==> config.mk <==
export PLATFORM = sky130hd
export DESIGN_NAME = tx_status_counters
export DESIGN_NICKNAME = d
export VERILOG_FILES = /design/src/verilog/tx_status_pkg.sv /design/src/verilog/tx_status_counters.sv
export SDC_FILE = /design/constraint.sdc
export NUM_CORES = 2
export LEC_CHECK = 0
export BUFFER_PORTS_ARGS = -buffer_cell sky130_fd_sc_hd__buf_2
export CORE_MARGIN = 2
export CORE_UTILIZATION = 61
export CTS_BUF_LIST = sky130_fd_sc_hd__clkbuf_8
export DETAILED_ROUTE_END_ITERATION = 7
export PLACE_DENSITY = 0.79
export SLEW_MARGIN = 20
export SYNTH_ARGS = -nofsm -noshare
export SYNTH_HDL_FRONTEND = slang
export SYNTH_SLANG_ARGS = --single-unit
==> constraint.sdc <==
create_clock -name sys_clk -period 6.9 [get_ports sys_clk]
set_clock_uncertainty 0.2 [all_clocks]
set_input_delay 0.69 -clock sys_clk [delete_from_list [all_inputs] [get_ports sys_clk]]
set_output_delay 0.69 -clock sys_clk [all_outputs]
set_load 0.02 [all_outputs]
==> src/verilog/tx_status_pkg.sv <==
package tx_status_pkg;

  // ----------------------------------------------------------------
  // Register map
  // ----------------------------------------------------------------
  localparam logic [15:0] done_counts_off  = 16'h8418;
  localparam logic [15:0] term_status_off  = 16'h841c;
  localparam logic [15:0] fifo_data_off    = 16'h8440;
  localparam logic [15:0] rsvd_lo_off      = 16'h8420;
  localparam logic [15:0] rsvd_hi_off      = 16'h843c;
  localparam logic [15:0] block_lo_off     = 16'h8400;
  localparam logic [15:0] block_hi_off     = 16'h847c;
  localparam logic [31:0] reg_reset        = 32'h0000_0000;

  // ----------------------------------------------------------------
  // Field positions
  // ----------------------------------------------------------------
  localparam int bytes_lsb     = 16;
  localparam int normal_bit    = 24;
  localparam int ro_wr_bit     = 23;
  localparam int rsv_wr_bit    = 22;
  localparam int rsv_rd_bit    = 21;
  localparam int fifo_bit      = 20;
  localparam int sys_bit       = 19;
  localparam int try_bit       = 18;
  localparam int tgt_bit       = 17;
  localparam int init_bit      = 16;
  localparam int flag_lsb      = 16;
  localparam int flag_msb      = 24;
  localparam logic [7:0] try_unlimited = 8'h00;

  // Interrupt enable bundle from the enables register
  typedef struct packed {
    logic normal_end_irq_en;
    logic fifo_fault_irq_en;
    logic sys_fault_irq_en;
    logic try_limit_irq_en;
    logic tgt_abort_irq_en;
    logic init_abort_irq_en;
  } irq_en_s;

  // Transfer events from the master controller
  typedef struct packed {
    logic packet_start;
    logic beat_ok;
    logic packet_done;
    logic retry;
    logic tgt_abort;
    logic init_abort;
    logic illegal_state;
  } xfer_ev_s;

  // Slave bus request
  typedef struct packed {
    logic        sel;
    logic        wr;
    logic [15:0] addr;
    logic [3:0]  be;
    logic [31:0] wdata;
  } bus_req_s;

endpackage

==> src/verilog/tx_status_counters.sv <==
module tx_status_counters #(
  parameter int fifo_depth = 32,
  parameter int aw         = 5
) (
  // Clock and reset
  input  wire logic                        sys_clk,
  input  wire logic                        rst,
  // Slave register bus
  input  wire tx_status_pkg::bus_req_s     bus_req,
  output logic                             bus_ack,
  output logic                             bus_err,
  output logic [31:0]                      bus_rdata,
  // Controls from the enables and size registers
  input  wire logic                        controller_reset_bit,
  input  wire logic                        master_enable,
  input  wire logic                        continuous_mode,
  input  wire logic                        bus_fault_enable,
  input  wire tx_status_pkg::irq_en_s      irq_en,
  input  wire logic [15:0]                 packet_size,
  input  wire logic [7:0]                  max_retries,
  input  wire logic [31:0]                 start_addr,
  // Master controller events and FIFO error input
  input  wire tx_status_pkg::xfer_ev_s     xfer_ev,
  input  wire logic                        fifo_error,
  // Master controller drain port
  input  wire logic                        drain_req,
  output logic                             drain_valid,
  output logic [31:0]                      drain_data,
  // Bus address, FIFO state and interrupt
  output logic [31:0]                      bus_addr,
  output logic                             fifo_full,
  output logic                             fifo_empty,
  output logic                             irq
);

  // ----------------------------------------------------------------
  // State
  // ----------------------------------------------------------------
  logic [15:0]   bytes_done_ff;
  logic [15:0]   packets_done_ff;
  logic [8:0]    flags_ff;
  logic [7:0]    retry_cnt_ff;
  logic          me_dropped_ff;
  logic          in_packet_ff;
  logic [31:0]   mem [fifo_depth];
  logic [aw:0]   wptr_ff;
  logic [aw:0]   rptr_ff;
  logic [aw:0]   level;
  logic          is_counts;
  logic          is_status;
  logic          is_data;
  logic          is_rsvd;
  logic          in_block;
  logic          wr_ro;
  logic          wr_rsv;
  logic          rd_rsv;
  logic          push;
  logic          pop_bus;
  logic          pop_drain;
  logic          pop;
  logic [8:0]    set_vec;
  logic [8:0]    clr_vec;
  logic          try_over;

  // ----------------------------------------------------------------
  // Address decode
  // ----------------------------------------------------------------
  assign is_counts = bus_req.addr == tx_status_pkg::done_counts_off;
  assign is_status = bus_req.addr == tx_status_pkg::term_status_off;
  assign is_data   = bus_req.addr == tx_status_pkg::fifo_data_off;
  assign is_rsvd   = bus_req.addr >= tx_status_pkg::rsvd_lo_off && bus_req.addr <= tx_status_pkg::rsvd_hi_off;
  assign in_block  = bus_req.addr >= tx_status_pkg::block_lo_off && bus_req.addr <= tx_status_pkg::block_hi_off;
  assign wr_ro     = bus_req.sel && bus_req.wr && is_counts;
  assign wr_rsv    = bus_req.sel && bus_req.wr && is_rsvd;
  assign rd_rsv    = bus_req.sel && !bus_req.wr && is_rsvd;

  // FIFO port strobes, partial byte enables are not filtered
  assign level     = wptr_ff - rptr_ff;
  assign push      = bus_req.sel && bus_req.wr && is_data && (level != (aw+1)'(fifo_depth));
  assign pop_bus   = bus_req.sel && !bus_req.wr && is_data && (level != '0);
  assign pop_drain = drain_req && !pop_bus && (level != '0);
  assign pop       = pop_bus || pop_drain;

  // ----------------------------------------------------------------
  // Bus response, one cycle after request
  // ----------------------------------------------------------------
  always_ff @(posedge sys_clk or posedge rst) begin
    if (rst) begin
      bus_ack   <= 1'b0;
      bus_err   <= 1'b0;
      bus_rdata <= tx_status_pkg::reg_reset;
    end else begin
      bus_ack   <= bus_req.sel && in_block;
      bus_err   <= bus_fault_enable && (wr_ro || wr_rsv || rd_rsv);
      bus_rdata <= tx_status_pkg::reg_reset;
      if (bus_req.sel && !bus_req.wr) begin
        if (is_counts)
          bus_rdata <= {bytes_done_ff, packets_done_ff};
        else if (is_status)
          bus_rdata <= {7'h00, flags_ff, 16'h0000};
        else if (is_data)
          bus_rdata <= mem[rptr_ff[aw-1:0]];
      end
    end
  end

  // ----------------------------------------------------------------
  // Byte counter
  // ----------------------------------------------------------------
  always_ff @(posedge sys_clk or posedge rst) begin
    if (rst) begin
      bytes_done_ff <= 16'h0000;
    end else if (controller_reset_bit || xfer_ev.packet_start) begin
      bytes_done_ff <= 16'h0000;
    end else if (xfer_ev.beat_ok && bytes_done_ff != packet_size) begin
      bytes_done_ff <= bytes_done_ff + 16'h0004;
    end
  end

  // ----------------------------------------------------------------
  // Packet counter and enable-drop tracking
  // ----------------------------------------------------------------
  always_ff @(posedge sys_clk or posedge rst) begin
    if (rst) begin
      in_packet_ff  <= 1'b0;
      me_dropped_ff <= 1'b0;
    end else begin
      if (xfer_ev.packet_start)
        in_packet_ff <= 1'b1;
      else if (xfer_ev.packet_done || xfer_ev.tgt_abort || xfer_ev.init_abort || controller_reset_bit)
        in_packet_ff <= 1'b0;
      if (master_enable || controller_reset_bit || xfer_ev.packet_done)
        me_dropped_ff <= 1'b0;
      else if (in_packet_ff)
        me_dropped_ff <= 1'b1;
    end
  end

  always_ff @(posedge sys_clk or posedge rst) begin
    if (rst) begin
      packets_done_ff <= 16'h0000;
    end else if (controller_reset_bit) begin
      packets_done_ff <= 16'h0000;
    end else if (xfer_ev.packet_done && me_dropped_ff && !master_enable) begin
      packets_done_ff <= 16'h0000;
    end else if (xfer_ev.packet_done && continuous_mode) begin
      packets_done_ff <= packets_done_ff + 16'h0001;
    end
  end

  // ----------------------------------------------------------------
  // Bus address: restart loads start only outside continuous mode
  // ----------------------------------------------------------------
  always_ff @(posedge sys_clk or posedge rst) begin
    if (rst) begin
      bus_addr <= tx_status_pkg::reg_reset;
    end else if (controller_reset_bit || (xfer_ev.packet_start && !continuous_mode)) begin
      bus_addr <= start_addr;
    end else if (xfer_ev.beat_ok) begin
      bus_addr <= bus_addr + 32'h0000_0004;
    end
  end

  // ----------------------------------------------------------------
  // Retry counter, cleared per packet
  // ----------------------------------------------------------------
  always_ff @(posedge sys_clk or posedge rst) begin
    if (rst) begin
      retry_cnt_ff <= 8'h00;
    end else if (xfer_ev.packet_start) begin
      retry_cnt_ff <= 8'h00;
    end else if (xfer_ev.retry && retry_cnt_ff != 8'hff) begin
      retry_cnt_ff <= retry_cnt_ff + 8'h01;
    end
  end
  // Fires on every retry once the count has reached the limit, so a later retry sets the flag again after a clear
  assign try_over = max_retries != tx_status_pkg::try_unlimited && xfer_ev.retry && retry_cnt_ff >= max_retries;

  // ----------------------------------------------------------------
  // Sticky flags, set wins over clear
  // ----------------------------------------------------------------
  assign set_vec = {xfer_ev.packet_done, wr_ro, wr_rsv, rd_rsv, fifo_error,
                    xfer_ev.illegal_state, try_over, xfer_ev.tgt_abort, xfer_ev.init_abort};
  assign clr_vec = (bus_req.sel && bus_req.wr && is_status) ?
                   bus_req.wdata[tx_status_pkg::flag_msb:tx_status_pkg::flag_lsb] : 9'h000;

  always_ff @(posedge sys_clk or posedge rst) begin
    if (rst) begin
      flags_ff <= 9'h000;
    end else begin
      flags_ff <= (flags_ff & ~clr_vec) | set_vec;
    end
  end

  // ----------------------------------------------------------------
  // Interrupt request
  // ----------------------------------------------------------------
  always_ff @(posedge sys_clk or posedge rst) begin
    if (rst) begin
      irq <= 1'b0;
    end else begin
      irq <= (flags_ff[8] & irq_en.normal_end_irq_en) | (flags_ff[4] & irq_en.fifo_fault_irq_en)
           | (flags_ff[3] & irq_en.sys_fault_irq_en) | (flags_ff[2] & irq_en.try_limit_irq_en)
           | (flags_ff[1] & irq_en.tgt_abort_irq_en) | (flags_ff[0] & irq_en.init_abort_irq_en);
    end
  end

  // ----------------------------------------------------------------
  // Transmit FIFO
  // ----------------------------------------------------------------
  always_ff @(posedge sys_clk) begin
    if (push)
      mem[wptr_ff[aw-1:0]] <= bus_req.wdata;
  end

  always_ff @(posedge sys_clk or posedge rst) begin
    if (rst) begin
      wptr_ff     <= '0;
      rptr_ff     <= '0;
      drain_valid <= 1'b0;
      drain_data  <= tx_status_pkg::reg_reset;
      fifo_full   <= 1'b0;
      fifo_empty  <= 1'b1;
    end else begin
      if (push)
        wptr_ff <= wptr_ff + 1'b1;
      if (pop)
        rptr_ff <= rptr_ff + 1'b1;
      drain_valid <= pop_drain;
      if (pop_drain)
        drain_data <= mem[rptr_ff[aw-1:0]];
      fifo_full  <= (wptr_ff + (aw+1)'(push) - (aw+1)'(pop) - rptr_ff) == (aw+1)'(fifo_depth);
      fifo_empty <= (wptr_ff + (aw+1)'(push) - (aw+1)'(pop) - rptr_ff) == '0;
    end
  end

  // ----------------------------------------------------------------
  // Checks
  // ----------------------------------------------------------------
  flag_set_a: assert property (@(posedge sys_clk) disable iff (rst)
    xfer_ev.packet_done |=> flags_ff[8]) else $error("normal flag not set");
  ro_flag_a: assert property (@(posedge sys_clk) disable iff (rst)
    wr_ro |=> flags_ff[7] && ($stable(bytes_done_ff) || $past(xfer_ev.beat_ok) || $past(xfer_ev.packet_start)
              || $past(controller_reset_bit))) else $error("ro flag");
  wr_rsv_a: assert property (@(posedge sys_clk) disable iff (rst)
    wr_rsv |=> flags_ff[6]) else $error("reserved write flag");
  rd_rsv_a: assert property (@(posedge sys_clk) disable iff (rst)
    rd_rsv |=> flags_ff[5]) else $error("reserved read flag");
  w1c_hold_a: assert property (@(posedge sys_clk) disable iff (rst)
    (clr_vec == 9'h000) && flags_ff[0] |=> flags_ff[0]) else $error("flag lost");
  pkt_reset_a: assert property (@(posedge sys_clk) disable iff (rst)
    controller_reset_bit |=> packets_done_ff == 16'h0000) else $error("packet count not cleared");
  pkt_mode_a: assert property (@(posedge sys_clk) disable iff (rst)
    !continuous_mode && !controller_reset_bit |=> packets_done_ff <= $past(packets_done_ff))
    else $error("packet count moved");
  restart_zero_a: assert property (@(posedge sys_clk) disable iff (rst)
    xfer_ev.packet_start |=> bytes_done_ff == 16'h0000) else $error("bytes not zeroed");
  err_gate_a: assert property (@(posedge sys_clk) disable iff (rst)
    bus_err |-> $past(bus_fault_enable)) else $error("error without enable");
  irq_flag_a: assert property (@(posedge sys_clk) disable iff (rst)
    flags_ff[8] && irq_en.normal_end_irq_en |=> irq) else $error("irq missing");
  try_flag_a: assert property (@(posedge sys_clk) disable iff (rst)
    try_over |=> flags_ff[2]) else $error("retry flag not set");

  push_c:  cover property (@(posedge sys_clk) disable iff (rst) push ##[1:4] pop_drain);
  cont_c:  cover property (@(posedge sys_clk) disable iff (rst) continuous_mode && xfer_ev.packet_done);
  try_c:   cover property (@(posedge sys_clk) disable iff (rst) try_over);
  fault_c: cover property (@(posedge sys_clk) disable iff (rst) bus_fault_enable && (wr_ro || wr_rsv || rd_rsv));

endmodule

* Word-level counts from Yosys, hierarchy flattened
Memories as Yosys holds them, arrays and structs flattened. Cells that the tools add are included. W data, S select, Z words.
Word-level totals: flip-flop bits (word level) 165, memory bits (writable) 1024, input port bits 131, output and inout bits 102, memories 1
Operators by class: add/subtract/negate cells 10, order comparisons 5, equality and inequality tests 7, mux-type cells 20, bitwise logic cells 14, reduce and logical (&&, ||, !) cells 47
Memories:
- mem | depth 32, bits a word 32, read ports 1, clocked after Yosys merged registers in 0, wr ports 1, line tx_status_counters.sv:45 | logic [31:0] mem [fifo_depth];
Operator list (count):
- $mux W32 | 6
- $mux W16 | 5
- $eq A16 B16 Y1 const B | 3
- $add A32 B3 Y32 const B | 1
- $ge A16 B16 Y1 const B | 2
- $le A16 B16 Y1 const B | 2
- $logic_and A1 B1 Y1 | 24
- $add A16 B1 Y16 const B | 1
- $add A16 B3 Y16 const B | 1
- $mux W8 | 2
- $ne A16 B16 Y1 | 1
- $add A6 B1 Y6 const B | 2
- $sub A6 B6 Y6 | 2
- $logic_or A1 B1 Y1 | 10
- $reduce_bool A2 Y1 | 5
- $and A9 B9 Y9 | 1
- $mux W9 | 1
- $not A9 Y9 | 1
- $or A9 B9 Y9 | 1
- $add A8 B1 Y8 const B | 1
- $ge A8 B8 Y1 | 1
- $ne A8 B8 Y1 const B | 1
- $reduce_bool A8 Y1 | 1
- $add A6 B1 Y6 | 1
- other kinds (10) | 27

* Depth between registers and ports, before layout
depth after elaboration 11, gate-level depth with buffers 19

* Worst setup path after synthesis
No wires, ideal clock.
path type reg2reg, start register rptr_ff[1], end register fifo_empty, library setup time 0.084 ns, arrival time 5.406 ns, data required time 6.616 ns, slack 1.210 ns, cell stages (with the launch flop) 18, path buffers 4, period minus slack after synthesis 5.690 ns, cells stage by stage dfrtp_1 -> buf_2 -> clkbuf_1 -> buf_2 -> buf_1 -> inv_1 -> ha_1 -> and3b_4 -> or4b_1 -> a311o_1 -> o32ai_2 -> fa_1 -> fa_1 -> ha_1 -> fa_1 -> xor2_1 -> or4_1 -> nor3b_1
On the way: word-level cells in the longest chain between the ends 10
Ends and longest elaborated chain:
- start: declaration | line tx_status_counters.sv:47 | logic [aw:0] rptr_ff;
- start signal: assignment | line tx_status_counters.sv:228 | rptr_ff <= rptr_ff + 1'b1;
- branches (longest 8 deep; another with $sub A6 B6 Y6)
- $sub A6 B6 Y6 * | line tx_status_counters.sv:233 | fifo_empty <= (wptr_ff + (aw+1)'(push) - (aw+1)'(pop) - rptr_ff) == '0;
- $logic_not A6 Y1 * | line tx_status_counters.sv:233
- end signal: assignment | line tx_status_counters.sv:223 | fifo_empty <= 1'b1;
- end signal: assignment | line tx_status_counters.sv:233
- end: declaration | line tx_status_counters.sv:32 | output logic fifo_empty,
Every way passes the cells marked *. A chain may end at the register's enable or synchronous reset.

* Final worst setup path
start register rptr_ff[0], end register fifo_empty
Same word-level chain as after synthesis.

==> metrics.csv <==
metric,value,unit
initial antenna violation count,4,
startpoint types,flip-flop,
GR peak layer,met2,
register area,0.0348,mm^2
Filler Cells Inserted,4602,
vias per cell,6.23,
Avg WL per Cell,25.8,um
WS Path Type,flip-flop to flip-flop,
Post-Route Setup TNS,0,ns
Leak,19.5,nW
Max VDD drop,0.000255,V
Mapped Area,0.0475,mm^2
yosys warns,0,
vias,26100,
gr ovfl total,0,
post-CTS setup repair buffer count,0,
Chip Width,283,um
GRT Total Usage,0.272,
Slew headroom,0.245,
# clock sinks,1187,
clk_lat worst skew,0.82,ns
first-pass GRT wire length,164,mm
worst path required time,7.44,ns
combinational power share,0.288,
final slew viol count,0,
post-layout min period,5.41,ns
DRC,0,
row count,102,
DRT antenna net count,0,
Switch Pwr,5.92,mW
CTS resizes,0,
drt initial violations,2642,
RePlAce Congestion,0.955,
syn nets,2791,
post-synthesis sequential area ratio,0.734,
share of cells above drive strength 1,0.232,
Final Hold Viols,0,
reported max-cap violation count,0,
Async SR Flop Fraction,0.137,
met2 Use GR,0.451,
area grow syn2layout,13.7,%
largest fanout on the critical path,39,
Placed Area,0.0501,mm^2
Multi-input gate area,0.0122,mm^2
htree depth,4,
clock transition at the registers of the reported paths,0.06,ns
vias in the first global route,27300,
Sw Share,0.314,
CTS Buf Count,179,
Final Cycle Share,0.784,
Synth Area per Inst,18.1,um^2
# IOs,233,
DIE AREA,0.0800,mm^2
CP endpoint kind,flip-flop,
"Setup violations, final",0,
Power per Cell Area,349,mW/mm^2
Flop pwr share,0.432,
Core ar.,0.0772,mm^2
"EDFF count, synth",1024,
Post-DP HPWL,64.2,mm
HP Class,primary input to flip-flop,
Initial Utilization,0.615,
met1 Use GR,0.362,
Root Driver,clkbuf_8,
DIE HEIGHT,283,um
Internal Pwr Total,12.9,mW
Clk pwr share,0.280,
Total Wirelength,108,mm
Port Buffers,228,
max frequency,185,MHz
final net count,3173,
final instance area,0.0539,mm^2
M3 GR Usage,0.0590,
Max clock buf depth,3,
Critical Path AT,5.95,ns
DRT Pass-1 Iters,8,
synth unique cells,57,
synthesized flop and latch total,1187,
largest net degree at the start of global routing,144,
CTS tree,yes,
Worst Max-Slew Pin Slew,1.13,ns
ys flop type,edfxtp_1,
synthesized instance count,2625,
outcome,finished clean,
RSZ-0062 raised after global routing,no,
## state kept, by name, summed over array words and instances (netlist names)
signal and count:
drain_data 32, fifo_full 1, in_packet_ff 1, rptr_ff 6, wptr_ff 6, bytes_done_ff 14, packets_done_ff 16, flags_ff 9
me_dropped_ff 1, irq 1, bus_err 1, retry_cnt_ff 8, bus_addr 32, bus_ack 1, fifo_empty 1, bus_rdata 32
drain_valid 1, mem 1024
## cells in the final DEF (no fill, tap or decap), types with 4 or more instances in the layout
cell           Yosys  final
xor2_1            49     49
o221ai_1          31     31
dlygate4sd3_1      0     53
dfrtp_1          162    160
buf_4              0     51
nand2_1           83     80
mux4_2           140    140
nor4_1             8      7
bufinv_16          0      4
inv_6              0      6
edfxtp_1        1024   1024
nand3_1           30     30
and3_1            14     14
and2_1             5      4
xnor2_1           34     34
buf_2             35    228
o2bb2ai_1          7      7
nor2_4             0     33
nand4_1           21     21
nor3_1            43     42
inv_8              0      6
a21o_1            11     11
mux2_2             7      7
clkinv_1           1     43
and4_1             5      5
or3_1             17     17
ha_1              32     32
a21oi_1           78     77
clkbuf_8           0    185
a31oi_1           30     30
nor2_1           107     73
a22o_1           106    106
mux2i_1          306    306
o21ai_0           19     19
clkinv_2           0     14
inv_1             30    100
mux2_4            29     29
a22oi_1           19     19
## worst max-delay path: stages (launching register included)
cell and delay [ns]:
dfrtp_4 0.95, ha_1 0.29, and3b_4 0.21, or4b_1 0.51, a311o_1 0.41, o32ai_2 0.54, fa_1 0.32, fa_1 0.42
ha_1 0.25, fa_1 0.43, xor2_1 0.15, or4_1 0.42, nor3b_1 0.22
## final timing paths
kind / startpoint / to / slack (ns) / cells past startpoint
max: rptr_ff[0] / fifo_empty / 1.49 / 12
min: continuous_mode / packets_done_ff[1] / 0.07 / 4
max reg2reg: rptr_ff[0] / fifo_empty / 1.49 / 12
min reg2reg: wptr_ff[5] / wptr_ff[5] / 0.29 / 1
max in group asynchronous: rst / rptr_ff[0] / 4.61 / 4
min in group asynchronous: rst / bus_addr[6] / 0.39 / 3
## layout make-up
type,instances,area share
Antenna cell,2,0.0000928
Clock buffer,185,0.0472
Clock inverter,145,0.0138
Inverter,33,0.00241
Multi-Input combinational cell,1270,0.227
Sequential cell,1187,0.646
Tap cell,1040,0.0241
Timing Repair Buffer,336,0.0399
## cells in the mapped netlist, types with 3 or more instances
cell type	n	area share
a21oi_1	78	0.0082
nor4b_1	3	0.00055
a21o_1	11	0.0017
nor4_1	8	0.0011
a22o_1	106	0.020
nor3_1	43	0.0045
nand2_1	83	0.0066
nor2_1	107	0.0085
buf_1	20	0.0016
nor2b_1	5	0.00066
nand3_1	30	0.0032
nand4_1	21	0.0028
or3_1	17	0.0022
fa_1	3	0.0013
clkbuf_1	77	0.0061
xor2_1	49	0.0090
and3_1	14	0.0018
o2111ai_1	3	0.00055
buf_2	35	0.0037
buf_6	3	0.00071
o21ai_0	19	0.0020
mux2i_1	306	0.065
and2_1	5	0.00066
edfxtp_1	1024	0.65
mux4_2	140	0.066
o221ai_1	31	0.0057
a31oi_1	30	0.0040
o2bb2ai_1	7	0.0013
xnor2_1	34	0.0063
and4_1	5	0.00092
ha_1	32	0.0084
a22oi_1	19	0.0030
mux2_4	29	0.0092
inv_1	30	0.0024
mux2_2	7	0.0017
dfrtp_1	162	0.085
## cell families (layout without fill, tap and decap cells)
logic type      Yosys count  count (layout)  share of synthesized area
compound gates          317             317                     0.0489
xor+xnor                 83              83                     0.0153
fa+ha+maj                35              35                    0.00970
buf+inv                 168             699                     0.0147
flops                  1187            1187                      0.734
mux                     482             482                      0.142
other cells               0               2                          0
simple gates            353             353                     0.0356
## power by group through the flow
stage | logic (mW) | clock network (mW) | registers (mW)
finish | 5.43 | 5.28 | 8.14
global route | 5.73 | 5.66 | 8.16
CTS | 5.39 | 5.35 | 8.14
detailed placement | 5.34 | 0 | 8.29
global placement | 5.22 | 0 | 8.28
floorplan | 3.70 | 0 | 8.33
## metrics by stage
stage / hold slack (ns) / worst slack [ns] / util / cells / power, mW
after detailed placement: 0.283 / 1.50 / 0.649 / 3812 / 13.6
after floorplan: 0.251 / 1.21 / - / 2625 / 12.0
after global routing: 0.111 / 1.13 / 0.699 / 4197 / 19.5
after global placement: 0.275 / 1.51 / 0.648 / 3811 / 13.5
final: 0.0747 / 1.49 / 0.699 / 4198 / 18.8
after CTS: 0.0168 / 1.49 / 0.698 / 4195 / 18.9
## per-layer routing
metal / up-vias / wire length (um)
li1: 11300 / -
met1: 13300 / 41900
met2: 1310 / 54700
met3: 203 / 9350
met4: 6 / 2450
met5: - / 39
## timing repair
item,in CTS,in global routing
hold buffers,53,0
hold endpoints to repair,147,0
setup endpoints to repair,0,0
Power figures use the tool's default switching activity.
